**src/core/pefms_pkg.sv**
```systemverilog
// constants, field layouts and carriers for the pmic event flag, mask and sense block
// assumes a register port from the serial control block and analog comparator levels as inputs
//
// Behaviour
// - bank 0 flags: thermal at bits 5..2, undervolt bit 1, turn-on bit 0
// - each thermal flag sets when its threshold is crossed either way
// - writing 1 clears a flag, writing 0 leaves it alone
// - undervolt flag sets when input supply drops below 2.7 V
// - turn-on flag sets on a turn-on event
// - every flag has a same-position mask bit, 1 masks, 0 unmasks
// - unmasked latched flags show on the interrupt pin, masked ones do not
// - sense bank 0 at 0x07, read-only, bit 6 reads 0, bit 7 test pin
// - thermal sense bits 5..2 show live comparison, 1 above threshold
// - undervolt sense bit reads 1 while supply below 2.7 V
// - turn-on sense bit follows the live turn-on pin level
// - test-pin sense bit 7 reads 0 grounded, 1 at core supply
// - sense bits reset to 0 and follow the monitored inputs two clocks later, bit 6 resets to 0
// - bank 1 overcurrent flags at bits 4, 3, 0 set in current limit
// - bank 1 mask bits at 4, 3, 0, 1 masks, 0 unmasks
// - sense bank 1 bits follow live overcurrent of the three bucks
// - bank 1 sense bits read 1 above current limit, at 4, 3, 0

package pefms_pkg;

	// ----------------------------------------
	// register offsets
	// ----------------------------------------
	localparam logic [7:0] OFS_FLAGS0 = 8'h05;
	localparam logic [7:0] OFS_MASKS0 = 8'h06;
	localparam logic [7:0] OFS_LIVE0 = 8'h07;
	localparam logic [7:0] OFS_FLAGS1 = 8'h08;
	localparam logic [7:0] OFS_MASKS1 = 8'h09;
	localparam logic [7:0] OFS_LIVE1 = 8'h0a;

	// ----------------------------------------
	// field positions
	// ----------------------------------------
	localparam int BIT_TURN_ON = 0;
	localparam int BIT_UNDERVOLT = 1;
	localparam int BIT_THERM_LO = 2;
	localparam int BIT_THERM_HI = 5;
	localparam int BIT_RESERVED = 6;
	localparam int BIT_TEST_PIN = 7;
	localparam int BIT_BUCK_A = 0;
	localparam int BIT_BUCK_B = 3;
	localparam int BIT_BUCK_C = 4;

	// implemented bits of each bank
	localparam logic [7:0] IMPL_FLAGS0 = 8'h3f;
	localparam logic [7:0] IMPL_FLAGS1 = 8'h19;

	// ----------------------------------------
	// reset values
	// ----------------------------------------
	localparam logic [7:0] RST_FLAGS = 8'h00;
	localparam logic [7:0] RST_MASKS0 = 8'h3f;
	localparam logic [7:0] RST_MASKS1 = 8'h19;
	localparam logic [7:0] RST_DATA = 8'h00;

	// cycles for the two-flop synchroniser to fill after reset
	localparam logic [1:0] SETTLE_CYCLES = 2'h2;

	// ----------------------------------------
	// carriers
	// ----------------------------------------
	typedef struct packed {
		logic test_pin;
		logic [3:0] thermal; // hi3, hi2, hi1, lo
		logic undervolt;
		logic turn_on;
		logic [2:0] buck_oc; // c, b, a
	} pefms_cond_s;

	typedef struct packed {
		logic rd;
		logic wr;
		logic [7:0] addr;
		logic [7:0] wdata;
	} pefms_req_s;

endpackage

```
**src/core/pefms_top.sv**
```systemverilog
// event flags, masks and live sense banks 0 and 1 with open-drain interrupt
// assumes the serial control block presents one-cycle register requests on clk
`timescale 1ns/1ps

module pefms_top (
	input wire logic clk,
	input wire logic rstn,
	input wire pefms_pkg::pefms_cond_s cond_in,
	input wire pefms_pkg::pefms_req_s req,
	output logic [7:0] rdata,
	output logic rvalid,
	output logic irq_out_n,
	output logic irq_oe_n
);
	import pefms_pkg::*;

	// ----------------------------------------
	// input synchroniser
	// ----------------------------------------
	pefms_cond_s sync1;
	pefms_cond_s live;
	pefms_cond_s prev;
	logic [1:0] settle;
	logic [1:0] next_settle;
	logic armed;

	pefms_cond_s next_sync1;
	pefms_cond_s next_live;
	pefms_cond_s next_prev;

	// only the second stage reads the first, so metastability stays inside the pair
	always_comb begin
		next_sync1 = cond_in;
		next_live = sync1;
		next_prev = live;
	end

	// analog comparators are asynchronous to clk
	always_ff @(posedge clk or negedge rstn) begin
		if (!rstn) begin
			sync1 <= '0;
			live <= '0;
			prev <= '0;
			settle <= '0;
		end else begin
			sync1 <= next_sync1;
			live <= next_live;
			prev <= next_prev;
			settle <= next_settle;
		end
	end

	// no edges are seen until the synchroniser holds real pin levels
	always_comb begin
		next_settle = settle;
		if (settle != SETTLE_CYCLES + 2'h1) begin
			next_settle = settle + 2'h1;
		end
	end
	assign armed = (settle == SETTLE_CYCLES + 2'h1);

	// ----------------------------------------
	// live sense banks
	// ----------------------------------------
	logic [7:0] live0;
	logic [7:0] live1;

	always_comb begin
		live0 = 8'h00; // bit 6 stays 0
		live0[BIT_TEST_PIN] = live.test_pin;
		live0[BIT_THERM_HI:BIT_THERM_LO] = live.thermal;
		live0[BIT_UNDERVOLT] = live.undervolt;
		live0[BIT_TURN_ON] = live.turn_on;
		live1 = 8'h00;
		live1[BIT_BUCK_C] = live.buck_oc[2];
		live1[BIT_BUCK_B] = live.buck_oc[1];
		live1[BIT_BUCK_A] = live.buck_oc[0];
	end

	// ----------------------------------------
	// event detection
	// ----------------------------------------
	logic [7:0] set0;
	logic [7:0] set1;

	always_comb begin
		set0 = 8'h00;
		set1 = 8'h00;
		if (armed) begin
			set0[BIT_THERM_HI:BIT_THERM_LO] = live.thermal ^ prev.thermal;
			set0[BIT_UNDERVOLT] = live.undervolt & ~prev.undervolt;
			set0[BIT_TURN_ON] = live.turn_on & ~prev.turn_on;
			// level set: a buck held in limit cannot be cleared away
			set1[BIT_BUCK_C] = live.buck_oc[2];
			set1[BIT_BUCK_B] = live.buck_oc[1];
			set1[BIT_BUCK_A] = live.buck_oc[0];
		end
	end

	// ----------------------------------------
	// flags, masks and register port
	// ----------------------------------------
	localparam int CELLS = 8;

	logic [7:0] event_flags_bank0;
	logic [7:0] event_flags_bank1;
	logic [7:0] event_masks_bank0;
	logic [7:0] event_masks_bank1;
	logic [7:0] clr0;
	logic [7:0] clr1;
	logic wr_masks0;
	logic wr_masks1;
	logic [7:0] next_masks0;
	logic [7:0] next_masks1;
	wire logic [7:0] next_flags0;
	wire logic [7:0] next_flags1;
	wire logic [7:0] pend0;
	wire logic [7:0] pend1;
	logic [7:0] next_rdata;
	logic next_rvalid;
	logic next_irq_n;

	// ----------------------------------------
	// write decode
	// ----------------------------------------
	// sense banks and unmapped offsets fall to the default and are ignored
	always_comb begin
		clr0 = 8'h00;
		clr1 = 8'h00;
		wr_masks0 = 1'b0;
		wr_masks1 = 1'b0;
		if (req.wr) begin
			case (req.addr)
				OFS_FLAGS0: begin
					clr0 = req.wdata;
				end
				OFS_FLAGS1: begin
					clr1 = req.wdata;
				end
				OFS_MASKS0: begin
					wr_masks0 = 1'b1;
				end
				OFS_MASKS1: begin
					wr_masks1 = 1'b1;
				end
				default: begin
					clr0 = 8'h00;
				end
			endcase
		end
	end

	// ----------------------------------------
	// per-bit flag cells
	// ----------------------------------------
	// unimplemented positions are tied low so they never latch or pend
	genvar gi;
	generate
		for (gi = 0; gi < CELLS; gi++) begin : g_cell
			// set wins over a clear in the same cycle so no event is lost
			assign next_flags0[gi] = IMPL_FLAGS0[gi] & (set0[gi] | (event_flags_bank0[gi] & ~clr0[gi]));
			assign next_flags1[gi] = IMPL_FLAGS1[gi] & (set1[gi] | (event_flags_bank1[gi] & ~clr1[gi]));
			// a flag reaches the pin only while its mask bit is 0
			assign pend0[gi] = event_flags_bank0[gi] & ~event_masks_bank0[gi];
			assign pend1[gi] = event_flags_bank1[gi] & ~event_masks_bank1[gi];
		end
	endgenerate

	// ----------------------------------------
	// mask registers
	// ----------------------------------------
	// spare mask bits are dropped on write so they always read 0
	always_comb begin
		next_masks0 = event_masks_bank0;
		next_masks1 = event_masks_bank1;
		if (wr_masks0) begin
			next_masks0 = req.wdata & IMPL_FLAGS0;
		end
		if (wr_masks1) begin
			next_masks1 = req.wdata & IMPL_FLAGS1;
		end
	end

	always_ff @(posedge clk or negedge rstn) begin
		if (!rstn) begin
			event_flags_bank0 <= RST_FLAGS;
			event_flags_bank1 <= RST_FLAGS;
			event_masks_bank0 <= RST_MASKS0;
			event_masks_bank1 <= RST_MASKS1;
		end else begin
			event_flags_bank0 <= next_flags0;
			event_flags_bank1 <= next_flags1;
			event_masks_bank0 <= next_masks0;
			event_masks_bank1 <= next_masks1;
		end
	end

	// ----------------------------------------
	// read port
	// ----------------------------------------
	// read returns the value before a write in the same cycle
	always_comb begin
		next_rvalid = req.rd;
		next_rdata = RST_DATA;
		if (req.rd) begin
			case (req.addr)
				OFS_FLAGS0: begin
					next_rdata = event_flags_bank0;
				end
				OFS_MASKS0: begin
					next_rdata = event_masks_bank0;
				end
				OFS_LIVE0: begin
					next_rdata = live0;
				end
				OFS_FLAGS1: begin
					next_rdata = event_flags_bank1;
				end
				OFS_MASKS1: begin
					next_rdata = event_masks_bank1;
				end
				OFS_LIVE1: begin
					next_rdata = live1;
				end
				default: begin
					next_rdata = RST_DATA;
				end
			endcase
		end
	end

	always_ff @(posedge clk or negedge rstn) begin
		if (!rstn) begin
			rdata <= RST_DATA;
			rvalid <= 1'b0;
		end else begin
			rdata <= next_rdata;
			rvalid <= next_rvalid;
		end
	end

	// ----------------------------------------
	// interrupt pin
	// ----------------------------------------
	// pin reflects latched, unmasked flags only
	always_comb begin
		next_irq_n = ~((|pend0) | (|pend1));
	end

	// one cycle behind the flags, traded for a glitch-free pin
	always_ff @(posedge clk or negedge rstn) begin
		if (!rstn) begin
			irq_out_n <= 1'b1;
			irq_oe_n <= 1'b1;
		end else begin
			// open drain: drive low only, enable low while driving
			irq_out_n <= next_irq_n;
			irq_oe_n <= next_irq_n;
		end
	end

endmodule // pefms_top

```
**config.mk**
```make
export PLATFORM = sky130hd
export DESIGN_NAME = pefms_top
export DESIGN_NICKNAME = d
export VERILOG_FILES = /design/src/core/pefms_pkg.sv /design/src/core/pefms_top.sv
export SDC_FILE = /design/constraint.sdc
export NUM_CORES = 1
export LEC_CHECK = 0
export BUFFER_PORTS_ARGS = -buffer_cell sky130_fd_sc_hd__buf_4
export CAP_MARGIN = 20
export CELL_PAD_IN_SITES_DETAIL_PLACEMENT = 0
export CELL_PAD_IN_SITES_GLOBAL_PLACEMENT = 1
export CORE_AREA = 5 5 81 83
export DETAILED_ROUTE_END_ITERATION = 10
export DIE_AREA = 0 0 86 88
export PLACE_DENSITY_LB_ADDON = 0.1
export SLEW_MARGIN = 20
export SYNTH_ARGS = -nofsm -noshare
export SYNTH_HDL_FRONTEND = slang
export SYNTH_SLANG_ARGS = --single-unit
```
**constraint.sdc**
```tcl
create_clock -name clk -period 1.2 [get_ports clk]
set_input_delay 0.3 -clock clk [delete_from_list [all_inputs] [get_ports clk]]
set_output_delay 0.3 -clock clk [all_outputs]
set_load 0.1 [all_outputs]
```
Yosys cells after proc, flatten, opt, wreduce, memory -nomap -nowiden:

Cells that the tools add are included.

* input bits: 30
* logic and storage cells: 97
* output and inout bits: 11
* register bits: 56

* bitwise operators: 52
* equality and inequality tests: 8
* reductions and logical operators: 2
* mux-type cells: 13
* add/subtract/negate cells: 1

Operators with widths (count)
* $pmux 8 s6: 1
* $eq 8x3->1 const B: 3
* $eq 8x4->1 const B: 3
* $not 1->1: 21
* $and 1x1->1: 20
* $mux 6: 3
* $mux 5: 2
* $or 1x1->1: 10
* $mux 8: 1
* $reduce_or 6->1: 1
* $mux 1: 5
* $xor 4x4->4: 1
* $reduce_or 3->1: 1
* $add 2x1->2 const B: 1
* $eq 2x2->1 const B: 1
* $mux 2: 1
* $ne 2x2->1 const B: 1

Logic depth before layout (Yosys ltp):

* depth after elaboration: 6
* depth in mapped cells: 4
* depth with buffers taken out: 3

Worst setup path after synthesis:

No wires, ideal clock.

* kind: reg-to-output
* start: register irq_out_n
* end: output irq_out_n
* slack: -0.317 ns
* arrival time: 1.217 ns
* data required time: 0.900 ns
* path buffers: 1
* stages on the path, launching flop included: 2
* path through: dfstp_2 > buf_4

RTL lines
* from (decl): line pefms_top.sv:12 `output logic irq_out_n,`
* from (signal assigned): line pefms_top.sv:257 `irq_out_n <= next_irq_n;`

No word-level cell between the ends.

Final worst setup path:

* start: register irq_out_n
* end: output irq_out_n

No word-level cell between the ends.

==> metrics.csv <==
stage;metric;value;unit
outcome;status;complete, but fails checks;
timing;finalWorstSetupSlack;-240;ps
global_route;grt_overflow_total;0;
synth;synthCells;160;
synth;synth.avg_cell_area;14.0;sq um
cts;cts_buffers;5;
cts;cts_tree;yes;
synth;synth-seq-cells;55;
flow_run;cap_violations;0;
critical_path;cp_cell_sequence;buf_12;
synth;synth-adder-area-share;0.560;%
global_route;grt_usage;15.2;%
hold_path;hp-class;input pin to register;
cells_and_area;drive_gt1_share;49.8;%
synth;synth-simple-area-share;13.0;%
cts;clockBufferDepth;2;
synth;synth_top_family_by_area;simple AND/OR/NAND/NOR gates;
critical_path;r2r_end;rdata[3];
placed_design;gp_congestion;0.787;
cells_and_area;diodes;0;
cells_and_area;finalNonFillerCells;298;
hold_path;hold_depth;1;
critical_path;cp_top_family;flip-flops;
synth;yosysWarnings;0;
route;ant_nets;0;
critical_path;cp.arrival;1140;ps
global_route;grt_pass1_wl;8.70;mm
timing;finalSetupViolations;5;
critical_path;path_max_fanout;2;
critical_path;rrSetupSlack;30;ps
cells_and_area;fillerInstances;525;
route;drt_pass1_iterations;4;
timing;max_freq;694;MHz
synth;synthArstFlopShare;100;%
synth;syn_area;2240;sq um
critical_path;crit_path_end_kind;output pin;
floorplan;die_width;86;um
power_and_ir_drop;power_density;1220;nW/um^2
global_route;grt_max_degree;26;
route;via_per_inst;5.06;
synth;synth_compound_area_share;8.23;%
global_route;grt_pass1_vias;1650;
critical_path;timing.rr.start;live[1];
synth;synth_edf_count;0;
hold_path;holdPathEnd;next_live[3];
floorplan;boundaryPins;41;
route;wirelength;5.18;mm
route;first_iter_violations;51;
critical_path;worstPathRequired;900;ps
floorplan;rows;28;
placed_design;place_inst;287;
synth;synth_ff_type;dfrtp_1;
timing;min_period;1440;ps
route;drcViolationCount;0;
timing;period_share;120;%
cells_and_area;final_cell_mix;buf_4, dfrtp_1, mux2_4, dfstp_2;
timing;slew_violations;0;
placed_design;dp_slack;-388;ps
power_and_ir_drop;ir_worst_vdd;0.646;mV
floorplan;core;5780;sq um
critical_path;critPathMaxStageDelay;660;ps
timing;hold_viol;0;
cts;cts.sinks;55;
placed_design;portBuffers;37;
synth;yosys.cell_types.count;44;
critical_path;path_class;register to output pin;
timing;rsz0062_at_grt;true;
critical_path;cp-start-kind;register;
cells_and_area;layout_commonest_cell;buf_4;
floorplan;die_h;88;um
hold_path;min-delay-start;cond_in[3];
critical_path;reg2reg_depth;3;
critical_path;timing.critical_path.buf_inv;1;
floorplan;die_area;7570;sq um
critical_path;cp_slowest_cell;dfstp_4;
floorplan;initial_utilization;38.7;%
placed_design;dp_hpwl;3.76;mm
cells_and_area;synthToLayoutAreaGrowth;37.8;%
synth;synth_top_area_cell;dfrtp_1;
cts;htreeDepth;2;
power_and_ir_drop;power.leakage;1.39;nW
synth;synth_nets;191;
route;wl_per_cell;17.4;um
cts;clk_latency;310;ps
timing;skew;9.66;ps
cells_and_area;fin_nets;253;
outcome;violations;setup timing;
synth;synth.top_cell.area_share;50.4;%
cts;cts_root_buffer;clkbuf_8;
synth;synthTopCellsByArea;dfrtp_1, dfstp_2, mux2_2;
global_route;antenna_found_initial;0;
synth;yosysSeqAreaShare;62.1;%
cts;cts.clk_slew.worst_paths;90;ps
synth;synth_xor_area_share;1.96;%
synth;synthMuxAreaShare;9.35;%
route;vias;1509;
==> Yosys cell counts, types with 3 or more instances <==
master,n
xor2_1,4
dfstp_2,10
dfrtp_1,45
nand2b_1,4
and3b_2,3
nand3_1,3
a22oi_1,3
o21ai_0,3
buf_6,3
mux2_2,15
nor2_1,4
buf_4,4
clkbuf_1,3
a22o_1,7
nand4_1,8
inv_1,6
==> worst reg2reg max path, cell delays in order, from the launching register on <==
cell	delay [ps]
dfrtp_1	370
mux2i_1	80
or4b_1	490
a31oi_2	160
==> power breakdown <==
part           leakage [nW]  total [mW]  internal (mW)  switching [mW]
combinational         0.708       0.370          0.190           0.179
sequential            0.613        1.96           1.93          0.0359
clock                0.0654        1.42          0.834           0.583
==> flip-flops by register name, indices dropped and copies added (netlist names) <==
signal	flops
event_flags_bank0	6
irq_out_n	1
live	10
rdata	7
rvalid	1
prev	6
event_masks_bank0	6
settle	2
next_live	10
event_masks_bank1	3
event_flags_bank1	3
==> metal layers <==
layer,GRT usage [%],part of all wire [%]
met4,4.75,1.3
met5,0,0
met2,24.4,49
met1,20.4,46
met3,3.57,4.1
==> area by class of cell <==
type | count | area (sq um) | share of cell area [%]
inverters | 6 | 22.5 | 0.731
multi-input cells | 88 | 797 | 25.9
well taps | 75 | 93.8 | 3.05
clock buffers | 6 | 72.6 | 2.36
repair buffers | 66 | 642 | 20.8
flip-flops and latches | 55 | 1390 | 45.2
clock inverters | 2 | 60.1 | 1.95
==> what timing repair did <==
action | in CTS | in global routing
endpoints found under the hold margin | 13 | 0
buffers inserted | 1 | 1
hold buffers | 1 | 0
setup endpoints to repair | 19 | 20
resized for setup | 20 | 14
pin swaps | 1 | 4
==> worst max-delay path by stage <==
stage / slack [ps] / startpoint / cells past startpoint / end
detailed placement: -390 / req[14] / 5 / event_masks_bank1[4]
finish: -240 / irq_out_n / 1 / irq_out_n
global placement: -350 / req[14] / 5 / event_masks_bank1[4]
global route: -270 / irq_out_n / 1 / irq_out_n
CTS: -250 / irq_out_n / 1 / irq_out_n
floorplan: -130 / req[14] / 4 / event_masks_bank0[0]
==> stage by stage <==
stage | hold slack, ps | TNS, ps | area (sq um) | utilization (%) | total power [mW]
3_5_place_dp | 231 | -6130 | 2790 | 48.2 | 2.35
4_1_cts | 84.1 | -504 | 3010 | 52.1 | 3.78
3_3_place_gp | 221 | -5380 | 2790 | 48.2 | 2.34
6_report | 91.0 | -496 | 3080 | 53.3 | 3.75
5_1_grt | 75.5 | -730 | 3080 | 53.3 | 3.89
2_1_floorplan | 4.41 | -1140 | 2270 | - | 2.14
==> logic make-up (layout without fill, tap and decap cells) <==
| family | after synthesis | in the layout |
|---|---|---|
| flops | 55 | 55 |
| simple gates | 39 | 39 |
| other cells | 1 | 1 |
| xor+xnor | 5 | 5 |
| buf+inv | 17 | 80 |
| compound gates | 24 | 24 |
| fa+ha+maj | 1 | 1 |
| mux | 18 | 18 |
Note: power is estimated with default switching activity, not from simulation.
